## src/core/pwr_cmd_pkg.sv

```systemverilog
// Constants for the power-supply command port: target address,
// command register offsets, reset values and timing figures.
// Assumes a 100 MHz core clock.
package pwr_cmd_pkg;

  localparam logic [6:0] TARGET_ADDR      = 7'h18;
  localparam logic       DIR_WRITE        = 1'b0;
  localparam logic       DIR_READ         = 1'b1;

  // Base offsets (parity bit removed)
  localparam logic [6:0] OFF_SERIES       = 7'h04;
  localparam logic [6:0] OFF_BLEEDER      = 7'h06;
  localparam logic [6:0] OFF_DISCHARGE    = 7'h08;
  localparam logic [6:0] OFF_LATCH_OFF    = 7'h0A;
  localparam logic [6:0] OFF_SPEED        = 7'h0C;

  localparam logic [7:0] RST_SERIES       = 8'h00;
  localparam logic [7:0] RST_BLEEDER      = 8'hD0;
  localparam logic [7:0] RST_DISCHARGE    = 8'h00;
  localparam logic [7:0] RST_LATCH_OFF    = 8'h00;
  localparam logic [7:0] RST_SPEED        = 8'h00;

  // Two-bit field codes
  localparam logic [1:0] CODE_00          = 2'h0;
  localparam logic [1:0] CODE_01          = 2'h1;
  localparam logic [1:0] CODE_10          = 2'h2;
  localparam logic [1:0] CODE_11          = 2'h3;

  // Bit counts per byte and bytes per write
  localparam logic [3:0] BITS_PER_BYTE    = 4'h8;
  localparam logic [1:0] BYTES_SHORT_WR   = 2'h2;
  localparam logic [1:0] BYTES_RANGE_WR   = 2'h3;

  // Timing
  localparam int unsigned CLK_MHZ         = 100;
  localparam int unsigned GAP_US          = 150;
  localparam int unsigned IRQ_US          = 55;
  localparam int unsigned VI_LIMIT_MS     = 10;
  localparam int unsigned GAP_CYCLES      = GAP_US * CLK_MHZ;
  localparam int unsigned IRQ_CYCLES      = IRQ_US * CLK_MHZ;
  localparam int unsigned VI_CYCLES       = VI_LIMIT_MS * 1000 * CLK_MHZ;
  localparam int unsigned CNT_W           = 20;

  // Odd parity holds when the byte has an odd number of ones
  function automatic logic odd_par(input logic [7:0] b);
    odd_par = ^b;
  endfunction

endpackage

```

## src/core/pwr_cmd_port.sv

```systemverilog
// I2C target port and command registers of the power-supply controller.
// Assumes an open-drain bus resolved outside; telemetry data and events
// come from logic on ref_clk.
`timescale 1ns/10ps
`default_nettype none
module pwr_cmd_port
  import pwr_cmd_pkg::*;
#(
  parameter int unsigned GAP_CNT = GAP_CYCLES,
  parameter int unsigned IRQ_CNT = IRQ_CYCLES,
  parameter int unsigned VI_CNT  = VI_CYCLES
) (
  // Clock and reset
  input  wire logic        ref_clk,
  input  wire logic        rst_b,
  // Serial clock pin
  input  wire logic        scl_in,
  output logic             scl_out,
  output logic             scl_oe_b,
  // Serial data pin
  input  wire logic        sda_in,
  output logic             sda_out,
  output logic             sda_oe_b,
  // Telemetry read port
  output logic      [7:0]  telem_addr,
  input  wire logic [15:0] telem_data,
  // Device events
  input  wire logic        thermal_shutdown,
  input  wire logic        fault_irq_req,
  input  wire logic        vi_update_done,
  // Command register contents
  output logic      [7:0]  series_switch_control,
  output logic      [7:0]  output_bleeder_control,
  output logic      [7:0]  load_discharge_control,
  output logic      [7:0]  supply_latch_off,
  output logic      [7:0]  regulation_update_speed,
  // Decoded controls
  output logic             series_switch_enable,
  output logic             load_discharge,
  output logic             ctrl_reset_pulse,
  output logic             vi_update_ready,
  output logic             parity_error_pulse
);
  typedef enum logic [2:0] {
    ST_IDLE, ST_ADDR, ST_ADDR_ACK, ST_RX, ST_RX_ACK, ST_TX, ST_TX_ACK, ST_IGNORE
  } st_e;
  st_e               state_reg;
  logic [1:0]        pins_s;
  logic              scl_q_reg;
  logic              sda_q_reg;
  logic [3:0]        bit_reg;
  logic [7:0]        sh_reg;
  logic [7:0]        tx_sh_reg;
  logic              rw_reg;
  logic              hi_reg;
  logic [1:0]        nbyte_reg;
  logic [7:0]        cmd_reg;
  logic [7:0]        d0_reg;
  logic [7:0]        end_reg;
  logic [CNT_W-1:0]  gap_reg;
  logic [CNT_W-1:0]  irq_cnt_reg;
  logic [CNT_W-1:0]  vi_cnt_reg;
  logic              irq_pend_reg;
  pin_sync u_sync (
    .ref_clk      (ref_clk),
    .rst_b        (rst_b),
    .pin_in       ({scl_in, sda_in}),
    .pin_sync_out (pins_s)
  );
  wire scl_s    = pins_s[1];
  wire sda_s    = pins_s[0];
  wire scl_rise = scl_s & ~scl_q_reg;
  wire scl_fall = ~scl_s & scl_q_reg;
  wire start_c  = scl_s & scl_q_reg & sda_q_reg & ~sda_s;
  wire stop_c   = scl_s & scl_q_reg & ~sda_q_reg & sda_s;
  wire byte_done = scl_fall & (bit_reg == BITS_PER_BYTE);
  wire gap_ok   = (gap_reg == CNT_W'(GAP_CNT));
  wire irq_busy = (irq_cnt_reg != '0);
  // Commit decode at stop
  wire       cmd_par_ok = odd_par(cmd_reg);
  wire [6:0] base       = cmd_reg[6:0];
  wire       short_wr   = stop_c & (state_reg != ST_IDLE) & (nbyte_reg == BYTES_SHORT_WR);
  wire       wr_ok      = short_wr & cmd_par_ok;
  wire       d0_par_ok  = odd_par(d0_reg);
  wire       hit_sw     = wr_ok & (base == OFF_SERIES) & d0_par_ok;
  wire       hit_bl     = wr_ok & (base == OFF_BLEEDER);
  wire       hit_dis    = wr_ok & (base == OFF_DISCHARGE) & d0_par_ok;
  wire       hit_lat    = wr_ok & (base == OFF_LATCH_OFF);
  wire       hit_spd    = wr_ok & (base == OFF_SPEED);
  wire       prot_reg   = (base == OFF_SERIES) | (base == OFF_DISCHARGE);
  wire       par_bad    = short_wr & (~cmd_par_ok | (prot_reg & ~d0_par_ok));
  wire [1:0] sw_code    = d0_reg[1:0];
  wire [1:0] dis_act    = d0_reg[1:0];
  wire       dis_off    = d0_reg[3:2] == CODE_11;
  wire       dis_on     = ~dis_off & ((dis_act == CODE_11) | (dis_act == CODE_10));
  wire       rst_req    = (hit_sw & (sw_code == CODE_00)) | (hit_dis & dis_on);
  wire       addr_match = sh_reg[7:1] == TARGET_ADDR;
  always_ff @(posedge ref_clk or negedge rst_b) begin
    if (!rst_b) begin
      scl_q_reg <= 1'b1;
      sda_q_reg <= 1'b1;
    end else begin
      scl_q_reg <= scl_s;
      sda_q_reg <= sda_s;
    end
  end
  // quiet time since the last stop
  always_ff @(posedge ref_clk or negedge rst_b) begin
    if (!rst_b) gap_reg <= CNT_W'(GAP_CNT);
    else if (stop_c) gap_reg <= '0;
    else if (!gap_ok) gap_reg <= gap_reg + 1'b1;
  end
  // Transaction engine
  always_ff @(posedge ref_clk or negedge rst_b) begin
    if (!rst_b) begin
      state_reg  <= ST_IDLE;
      bit_reg    <= '0;
      sh_reg     <= '0;
      tx_sh_reg  <= '0;
      rw_reg     <= DIR_WRITE;
      hi_reg     <= 1'b0;
      nbyte_reg  <= '0;
      cmd_reg    <= '0;
      d0_reg     <= '0;
      end_reg    <= '0;
      telem_addr <= '0;
      sda_oe_b   <= 1'b1;
    end else if (start_c && !irq_busy) begin
      bit_reg  <= '0;
      sda_oe_b <= 1'b1;
      if (state_reg == ST_IDLE || state_reg == ST_IGNORE) begin
        nbyte_reg <= '0;
        // too early after the last stop
        state_reg <= gap_ok ? ST_ADDR : ST_IGNORE;
      end else begin
        // repeated start keeps the gathered addresses
        state_reg <= ST_ADDR;
      end
    end else if (stop_c) begin
      state_reg <= ST_IDLE;
      sda_oe_b  <= 1'b1;
    end else begin
      case (state_reg)
        ST_ADDR, ST_RX: begin
          if (scl_rise) begin
            sh_reg  <= {sh_reg[6:0], sda_s};
            bit_reg <= bit_reg + 1'b1;
          end else if (byte_done && state_reg == ST_ADDR) begin
            bit_reg <= '0;
            if (addr_match) begin
              rw_reg    <= sh_reg[0];
              sda_oe_b  <= 1'b0;
              state_reg <= ST_ADDR_ACK;
            end else begin
              state_reg <= ST_IGNORE;
            end
          end else if (byte_done) begin
            bit_reg <= '0;
            if (nbyte_reg == BYTES_RANGE_WR) begin
              state_reg <= ST_IGNORE;
            end else begin
              sda_oe_b  <= 1'b0;
              state_reg <= ST_RX_ACK;
              nbyte_reg <= nbyte_reg + 1'b1;
              case (nbyte_reg)
                2'h0:    cmd_reg <= sh_reg;
                2'h1:    d0_reg  <= sh_reg;
                default: begin
                  telem_addr <= d0_reg;
                  end_reg    <= sh_reg;
                end
              endcase
            end
          end
        end
        ST_ADDR_ACK: begin
          if (scl_fall) begin
            if (rw_reg == DIR_READ) begin
              tx_sh_reg <= telem_data[7:0];
              sda_oe_b  <= telem_data[7];
              hi_reg    <= 1'b0;
              state_reg <= ST_TX;
            end else begin
              sda_oe_b  <= 1'b1;
              state_reg <= ST_RX;
            end
          end
        end
        ST_RX_ACK: begin
          if (scl_fall) begin
            sda_oe_b  <= 1'b1;
            state_reg <= ST_RX;
          end
        end
        ST_TX: begin
          if (scl_rise) begin
            bit_reg <= bit_reg + 1'b1;
          end else if (byte_done) begin
            sda_oe_b  <= 1'b1;
            bit_reg   <= '0;
            state_reg <= ST_TX_ACK;
          end else if (scl_fall) begin
            tx_sh_reg <= {tx_sh_reg[6:0], 1'b0};
            sda_oe_b  <= tx_sh_reg[6];
          end
        end
        ST_TX_ACK: begin
          if (scl_rise) begin
            sh_reg[0] <= sda_s;
            // step through the range while the host keeps acking
            if (!sda_s && hi_reg && telem_addr != end_reg) begin
              telem_addr <= telem_addr + 1'b1;
            end
          end else if (scl_fall) begin
            if (sh_reg[0]) begin
              state_reg <= ST_IGNORE;
            end else begin
              tx_sh_reg <= hi_reg ? telem_data[7:0] : telem_data[15:8];
              sda_oe_b  <= hi_reg ? telem_data[7] : telem_data[15];
              hi_reg    <= ~hi_reg;
              state_reg <= ST_TX;
            end
          end
        end
        ST_IGNORE: sda_oe_b <= 1'b1;
        default:   state_reg <= ST_IDLE;
      endcase
    end
  end
  // Command registers and their effects
  always_ff @(posedge ref_clk or negedge rst_b) begin
    if (!rst_b) begin
      series_switch_control   <= RST_SERIES;
      output_bleeder_control  <= RST_BLEEDER;
      load_discharge_control  <= RST_DISCHARGE;
      supply_latch_off        <= RST_LATCH_OFF;
      regulation_update_speed <= RST_SPEED;
    end else begin
      if (hit_sw)  series_switch_control   <= d0_reg;
      if (hit_dis) load_discharge_control  <= d0_reg;
      if (hit_lat) supply_latch_off        <= d0_reg;
      if (hit_spd) regulation_update_speed <= d0_reg;
      // thermal shutdown overrides a bleeder write
      if (thermal_shutdown) begin
        output_bleeder_control <= RST_BLEEDER;
      end else if (hit_bl) begin
        output_bleeder_control <= d0_reg;
      end
    end
  end
  always_ff @(posedge ref_clk or negedge rst_b) begin
    if (!rst_b) begin
      series_switch_enable <= 1'b0;
      load_discharge       <= 1'b0;
      ctrl_reset_pulse     <= 1'b0;
      parity_error_pulse   <= 1'b0;
    end else begin
      ctrl_reset_pulse   <= rst_req;
      parity_error_pulse <= par_bad;
      if (hit_sw) begin
        series_switch_enable <= sw_code == CODE_11;
      end else if (hit_dis && dis_on && dis_act == CODE_11) begin
        series_switch_enable <= 1'b0;
      end
      if (hit_sw && sw_code == CODE_11) begin
        load_discharge <= 1'b0;
      end else if (hit_dis && dis_off) begin
        load_discharge <= 1'b0;
      end else if (hit_dis && dis_on) begin
        load_discharge <= 1'b1;
      end
    end
  end
  always_ff @(posedge ref_clk or negedge rst_b) begin
    if (!rst_b) begin
      vi_cnt_reg      <= '0;
      vi_update_ready <= 1'b1;
    end else begin
      if (vi_update_done) vi_cnt_reg <= CNT_W'(VI_CNT);
      else if (vi_cnt_reg != '0) vi_cnt_reg <= vi_cnt_reg - 1'b1;
      vi_update_ready <= regulation_update_speed[0] | (!vi_update_done && vi_cnt_reg <= 1);
    end
  end
  // interrupt pulse on the clock line, only while the bus is idle
  wire irq_go = irq_pend_reg & ~irq_busy & (state_reg == ST_IDLE) & scl_s & sda_s;
  always_ff @(posedge ref_clk or negedge rst_b) begin
    if (!rst_b) begin
      irq_pend_reg <= 1'b0;
      irq_cnt_reg  <= '0;
      scl_oe_b     <= 1'b1;
      scl_out      <= 1'b0;
      sda_out      <= 1'b0;
    end else begin
      // New request wins over the clear
      irq_pend_reg <= fault_irq_req | (irq_pend_reg & ~irq_go);
      if (irq_go) irq_cnt_reg <= CNT_W'(IRQ_CNT);
      else if (irq_busy) irq_cnt_reg <= irq_cnt_reg - 1'b1;
      // clock line driven only for the interrupt, never to stretch
      scl_oe_b     <= ~(irq_go | (irq_busy && irq_cnt_reg != 1));
      // Open drain: level stays low, the enables move the lines
      scl_out      <= 1'b0;
      sda_out      <= 1'b0;
    end
  end
endmodule // pwr_cmd_port
`default_nettype wire

```

## src/core/pin_sync.sv

```systemverilog
// Two-flop synchroniser for the serial clock and data pins.
// Assumes idle-high open-drain lines; resets to high.
`timescale 1ns/10ps
`default_nettype none
module pin_sync (
  // Clock and reset
  input  wire logic       ref_clk,
  input  wire logic       rst_b,
  // Pins in, synchronised out
  input  wire logic [1:0] pin_in,
  output logic      [1:0] pin_sync_out
);

  logic [1:0] meta_reg;

  always_ff @(posedge ref_clk or negedge rst_b) begin
    if (!rst_b) begin
      meta_reg     <= 2'h3;
      pin_sync_out <= 2'h3;
    end else begin
      meta_reg     <= pin_in;
      pin_sync_out <= meta_reg;
    end
  end

endmodule // pin_sync
`default_nettype wire

```

## config.mk

```make
export PLATFORM = sky130hd
export DESIGN_NAME = pwr_cmd_port
export DESIGN_NICKNAME = d
export VERILOG_FILES = /design/src/core/pwr_cmd_pkg.sv /design/src/core/pwr_cmd_port.sv /design/src/core/pin_sync.sv
export SDC_FILE = /design/constraint.sdc
export NUM_CORES = 1
export LEC_CHECK = 0
export ABC_AREA = 0
export BUFFER_PORTS_ARGS = -buffer_cell sky130_fd_sc_hd__buf_2
export CAP_MARGIN = 25
export CORE_MARGIN = 4
export CORE_UTILIZATION = 45
export DETAILED_ROUTE_END_ITERATION = 7
export PLACE_DENSITY = 0.63
export REMOVE_ABC_BUFFERS = 1
export SLEW_MARGIN = 40
export SYNTH_ARGS = -nofsm -noshare
export SYNTH_HDL_FRONTEND = slang
export SYNTH_SLANG_ARGS = --single-unit
export TNS_END_PERCENT = 30
```

## constraint.sdc

```tcl
create_clock -name ref_clk -period 2.3 [get_ports ref_clk]
set_input_delay 0.115 -clock ref_clk [delete_from_list [all_inputs] [get_ports ref_clk]]
set_output_delay 0.115 -clock ref_clk [all_outputs]
set_load 0.02 [all_outputs]
```

# Yosys cells after proc, flatten, opt, wreduce, memory -nomap -nowiden
# Cells that the tools add are included.
dict set report classes {
  add_sub_neg 6
  mul 0
  n_div 0
  magnitude_cmp 1
  eq_ne 58
  shifts 0
  n_mux 91
  bitwise 52
  reduce_logical 49
}
# operator count
set ops {}
lappend ops {{two-way mux 20 bit} 6}
lappend ops {{two-way mux 8 bit} 9}
lappend ops {{two-way mux 7 bit} 9}
lappend ops {{two-way mux 3 bit} 15}
lappend ops {{nonzero test 20 bit} 2}
lappend ops {{subtractor 20 x 1 -> 20 bit, second input constant} 2}
lappend ops {{inequality test 2 bit, second input constant} 19}
lappend ops {{inequality test 4 bit, second input constant} 8}
lappend ops {{AND reduction 8 bit} 4}
lappend ops {{two-way mux 1 bit} 29}
lappend ops {{AND 1 bit} 28}
lappend ops {{two-way mux 4 bit} 6}
lappend ops {{equality test 7 x 4 -> 1 bit, second input constant} 3}
lappend ops {{one-hot mux 7 bit (3 select lines)} 1}
lappend ops {{adder 20 x 1 -> 20 bit, second input constant} 1}
lappend ops {{equality test 20 x 14 -> 1 bit, second input constant} 1}
lappend ops {{less-or-equal comparator 20 x 1 -> 1 bit, second input constant} 1}
lappend ops {{two-way mux 2 bit} 10}
lappend ops {{inequality test 20 x 1 -> 1 bit, second input constant} 1}
lappend ops {{inequality test 5 bit, second input constant} 4}
lappend ops {{one-hot mux 3 bit (6 select lines)} 1}
lappend ops {{NOT 1 bit} 17}
lappend ops {{one-hot mux 8 bit (2 select lines)} 1}
lappend ops {{nonzero test 2 bit} 8}
lappend ops {{other kinds (36)} 71}
dict set report totals {
  register_bits 172
  latch_bits 0
  ramBits 0
  romBits 0
  in_bits 23
  n_memories 0
}

# Depth between registers and ports, before layout
dict set report depth {
  ltp_word 12
  ltp_mapped 9
  ltp_nobuf 8
}

# By module
# From an unflattened synthesis, not the netlist that was laid out.
dict set report unflattened {
  cells_unflattened 796
  hier_area_um2 8597.0
}
# module n_inst cells_per_inst area_each_um2
set modules_own_cells {}
lappend modules_own_cells {pwr_cmd_port 1 792 8491.9}
lappend modules_own_cells {pin_sync 1 4 105.1}

# Worst setup path after synthesis
# OpenSTA, ideal clock, no wires.
dict set report synth_timing {
  path_kind {reg-to-reg}
  from {reg u_sync.pin_sync_out[1]}
  to {reg load_discharge_control[0]}
  setup_time_ns 0.125
  arrival_time_ns 2.231
  required_ns 2.175
  setup_slack_ns -0.056
  path_stages_with_launch 9
  path_buffers 3
  path_cell_list {dfstp_2 -> clkbuf_1 -> and4b_1 -> clkbuf_1 -> nand3_1 -> nor2_1 -> and4_1 -> buf_2 -> mux2_2}
}
dict set report synth_via {
  elab_chain_len 8
}
# element line
set synth_rtl {}
lappend synth_rtl {{from (decl)} pin_sync.sv:11} ;# output logic [1:0] pin_sync_out
lappend synth_rtl {{from (signal assigned)} pin_sync.sv:22} ;# pin_sync_out <= meta_reg;
lappend synth_rtl {{AND 1 bit (3 in series)} pwr_cmd_port.sv:75} ;# wire stop_c = scl_s & scl_q_reg & ~sda_q_reg & sda_s;
lappend synth_rtl {{AND 1 bit (2 in series)} pwr_cmd_port.sv:82} ;# wire short_wr = stop_c & (state_reg != ST_IDLE) & (nbyte_reg == BYTES_SHORT_WR);
lappend synth_rtl {{AND 1 bit} pwr_cmd_port.sv:83} ;# wire wr_ok = short_wr & cmd_par_ok;
lappend synth_rtl {{AND 1 bit (2 in series)} pwr_cmd_port.sv:87} ;# wire hit_dis = wr_ok & (base == OFF_DISCHARGE) & d0_par_ok;
lappend synth_rtl {{to (signal assigned)} pwr_cmd_port.sv:240} ;# if (hit_dis) load_discharge_control <= d0_reg;
lappend synth_rtl {{to (decl)} pwr_cmd_port.sv:34} ;# output logic [7:0] load_discharge_control,
# No other way between the ends.
# A chain may end at the register's enable or synchronous reset.

# Final worst setup path
dict set report layout_timing {
  from {reg cmd_reg[3]}
  to {reg series_switch_enable}
}
dict set report layout_via {
  elab_chain_len 7
  elab_cells_between_ends 12
  classes_between {eq/ne (2); mux (1); bitwise (5); reduce/logical (4)}
}
# element line
set layout_rtl {}
lappend layout_rtl {{from (decl)} pwr_cmd_port.sv:57} ;# logic [7:0] cmd_reg;
lappend layout_rtl {{from (signal assigned)} pwr_cmd_port.sv:166} ;# 2'h0: cmd_reg <= sh_reg;
lappend layout_rtl {{XOR reduction 8 bit} pwr_cmd_pkg.sv:46} ;# odd_par = ^b;
lappend layout_rtl {{AND 1 bit} pwr_cmd_port.sv:83}
lappend layout_rtl {{AND 1 bit (2 in series)} pwr_cmd_port.sv:87}
lappend layout_rtl {{logical AND 1 bit (2 in series)} pwr_cmd_port.sv:262} ;# end else if (hit_dis && dis_on && dis_act == CODE_11) begin
lappend layout_rtl {{nonzero test 2 bit (no source line)} --}
lappend layout_rtl {{to (signal assigned)} pwr_cmd_port.sv:253} ;# series_switch_enable <= 1'b0;
lappend layout_rtl {{to (signal assigned)} pwr_cmd_port.sv:261} ;# series_switch_enable <= sw_code == CODE_11;
lappend layout_rtl {{to (signal assigned)} pwr_cmd_port.sv:263} ;# series_switch_enable <= 1'b0;
lappend layout_rtl {{to (decl)} pwr_cmd_port.sv:38} ;# output logic series_switch_enable,
# Parallel ways exist; a longest one is shown, timed or not.

==> results by stage <==
Status:
- The run finished with clean final reports.

Route:
- The wire length per cell after detailed routing is roughly 15 µm.
- For this run, design rule violations remaining after detail routing come to 0.
- The remaining antenna violation count is 0.
- The wire length after detailed routing is approximately 18000 µm.
- The per-cell via count in the routed design is ~5.2.
- The routed layout has around 6.2k vias.
- The pre-antenna-repair detailed-routing pass consisted of 4 iterations.
- After the first detailed-routing iteration, the DRC count stood at 254.

STA:
- The total negative slack is 0 ps.
- After layout, the minimum clock period comes to 2250 ps.
- At the pin with the least slew margin, the transition time is 559 ps.
- Timing would allow up to ~440 MHz.
- The max-slew violation count is 0.
- The final critical path takes up between 90% and 100% of the cycle.
- The final number of hold-violating endpoints came to 0.
- The final count of negative-setup-slack endpoints is 0.
- The worst slew slack as a fraction of its limit is between 60 and 70%.
- Setup repair after global routing could not meet its margin everywhere.
- Once routing completed, OpenROAD measured the worst setup slack at about 46 ps.
- Clock skew on the completed layout was measured at around 9.7 ps.

Setup path:
- Of all nets on the critical path, the largest fanout is 6.
- The signal on the critical path passes through ha_4 > xnor3_1 > xnor2_2 > nor2_2 > and4_4 > buf_12 > a31oi_4 > mux2_4.
- The worst setup path is captured at a register.
- The worst setup path is launched from a register.
- The maximum single-stage delay on the critical path is ~410 ps.
- For the worst setup path, the data required time is about 2600 ps.
- The type of the worst setup path is register to register.
- STA puts the critical path data arrival time at approximately 2600 ps.
- The critical path's slowest cell is sky130_fd_sc_hd__dfrtp_1.

Synth:
- Sequential cells were found to cover 50.5% of the synthesized design area.
- Yosys printed 0 warnings.
- The area fraction of the dominant cell type after synthesis is between 40% and 50%.
- Yosys attributes the largest share of cell area to sky130_fd_sc_hd__dfrtp_1, sky130_fd_sc_hd__mux2_2, sky130_fd_sc_hd__dfstp_2, sky130_fd_sc_hd__nor2_1, sky130_fd_sc_hd__ha_1.
- The most common flop cell mapped by yosys is sky130_fd_sc_hd__dfrtp_1.
- In the synthesized netlist the async set-or-reset flop fraction comes to between 90% and 100%.
- The average instance area after synthesis is between 10 and 15 µm².
- The number of enable flip-flop cells after synthesis is 0.
- The number of synthesized register bits is 172.
- Of all cell types, the one taking the most synthesized area is sky130_fd_sc_hd__dfrtp_1.
- Summing every instance area after synthesis gives between 0.008 and 0.009 mm².
- The number of unique standard cell types used by synthesis is 68.
- The number of instances in the synthesized netlist is 805.

Finish:
- In the layout the commonest cells are sky130_fd_sc_hd__dfrtp_1, sky130_fd_sc_hd__nor2_1, sky130_fd_sc_hd__buf_2.
- Relative to the synthesized area, the layout overhead comes to 21.8%.
- Leaving out fill and tap cells, the most frequent cell in the layout is sky130_fd_sc_hd__dfrtp_1.
- The fraction of layout cells with a size suffix above 1 is 30.4%.
- 0 antenna diodes ended up in the layout.
- The layout net count is 985.

Die:
- The core region is between 0.015 and 0.02 mm².
- The row count is 50.
- The overall die area is ~0.021 mm².
- The die height is between 100 and 150 µm.
- From left edge to right edge, the die measures around 150 µm.
- The initial core utilization is 45.8%.
- 80 I/O pins were placed.

Global route:
- The residual overflow from global routing is 0.
- The first global-routing pass estimated approximately 31000 µm of wire.
- Entering global routing, the biggest net connects approximately 60 pins.
- The number of global-route vias before repair was around 6.3k.
- In the global route stage, overall resource usage came out at ~18%.
- The number of antenna violations at the first check in global routing is 0.

Hold path:
- In this run the worst hold path is classified as primary input to register.

Place:
- The estimated wirelength of the detail-placed design is roughly 13000 µm.
- The final weighted congestion in routability-driven placement is 0.838.
- During placement, the flow inserted port buffers numbering between 70 and 80.
- The pre-CTS worst setup slack is 18.9 ps.

Clock network:
- The H-tree depth is 4.
- The total clock buffers created by CTS is 17.
- The register clock-pin slew on the reported worst setup and hold paths is 70 ps.
- No sink is reached through more buffers than the 2 on the longest clock path.
- The CTS tree is done.
- The buffer cell driving the clock tree root is sky130_fd_sc_hd__clkbuf_16.
- The later pin in the worst-skew pair is clocked with a latency of between 400 and 500 ps.
- The clock sink total is between 150 and 200.

Pwr:
- The power density over the cells is ~870 mW/mm².
- VDD sags by at most between 0.0006 and 0.0007 V.
- The leakage dissipation is slightly below 5 nW.

Flow run:
- The max-capacitance violation count is 0.
[final cells by class]
cell class,count,area [µm²]
inverters,32,120
flip-flops and latches,172,4330
clock buffers,17,425
fillers,1615,8270
repair buffers,144,978
well taps,234,293
multi-input cells,570,4090
clock inverters,15,200
[layer usage]
layer | share of wire, % | track usage (%) | vias to the layer above
li1 | - | - | 3079
met1 | 50 | 25.2 | 3068
met2 | 47 | 28.6 | 56
met3 | 2.2 | 3.21 | 9
met4 | 0.81 | 4.99 | 0
met5 | 0 | 0 | -
[Yosys cell counts, types with 24 or more instances]
cell type,instances
sky130_fd_sc_hd__mux2_2,71
sky130_fd_sc_hd__nor3_1,25
sky130_fd_sc_hd__nand2_1,60
sky130_fd_sc_hd__inv_1,32
sky130_fd_sc_hd__nor2_1,84
sky130_fd_sc_hd__nand3_1,24
sky130_fd_sc_hd__o21ai_0,35
sky130_fd_sc_hd__dfrtp_1,153
sky130_fd_sc_hd__ha_1,25
sky130_fd_sc_hd__a21oi_1,29
sky130_fd_sc_hd__xor2_1,31
sky130_fd_sc_hd__xnor2_1,29
[cell families (layout without fill, tap and decap cells)]
group / after synthesis / in the layout / synth area share [%]
and+or+nand+nor: 290 / 290 / 17.5
DFF: 172 / 172 / 50.5
AOI/OAI and AO/OA: 106 / 106 / 7.83
muxes: 86 / 86 / 11.1
buffers and inverters: 64 / 208 / 2.95
xor gates and xnor gates: 61 / 61 / 6.40
adders and majority gates: 25 / 25 / 3.65
other: 1 / 2 / 0.0438
[critical path: cells and delay by family, from the launching register on]
family                   cells  cell delay [ps]
flip-flops                   1              410
AO/OA/AOI/OAI                1               70
AND/OR/NAND/NOR              2              470
adder cells (fa/ha/maj)      1              250
multiplexers                 1              270
buffers and inverters        1              130
XOR/XNOR                     2              540
[final timing paths]
check,endpoint,slack (ps),start,cells past startpoint
max,series_switch_enable,50,cmd_reg[3],8
max in group asynchronous,u_sync.meta_reg[0],1340,rst_b,3
max reg2reg,series_switch_enable,50,cmd_reg[3],8
min in group asynchronous,series_switch_control[3],220,rst_b,2
min,tx_sh_reg[0],30,telem_data[0],3
min reg2reg,u_sync.pin_sync_out[0],370,u_sync.meta_reg[0],0
[per-stage QoR]
| stage | cell area [µm²] | utilization [%] | total power, mW | hold WS [ps] | instances |
|---|---|---|---|---|---|
| 3_3_place_gp | 9610 | 51.4 | 6.05 | 126 | 1144 |
| 4_1_cts | 10300 | 55.0 | 9.18 | 3.74 | 1181 |
| 3_5_place_dp | 9620 | 51.4 | 6.08 | 128 | 1144 |
| 5_1_grt | 10400 | 55.8 | 9.64 | 55.6 | 1184 |
| 6_report | 10400 | 55.8 | 9.08 | 25.6 | 1184 |
| 2_1_floorplan | 8430 | - | 5.30 | -181 | 774 |
[power by group]
part | total [mW] | switching, mW | internal, mW
registers | 3.97 | 0.492 | 3.48
clock network | 3.04 | 1.29 | 1.76
logic | 2.07 | 1.08 | 0.995
[repair_timing]
| action | 4_1_cts | 5_1_grt |
|---|---|---|
| setup buffers | 0 | 2 |
| setup endpoints to repair | 0 | 56 |
| hold buffers | 5 | 0 |
| resized for setup | 0 | 22 |
| endpoints found under the hold margin | 57 | 0 |
No activity file was read; power rests on OpenSTA's default activity.
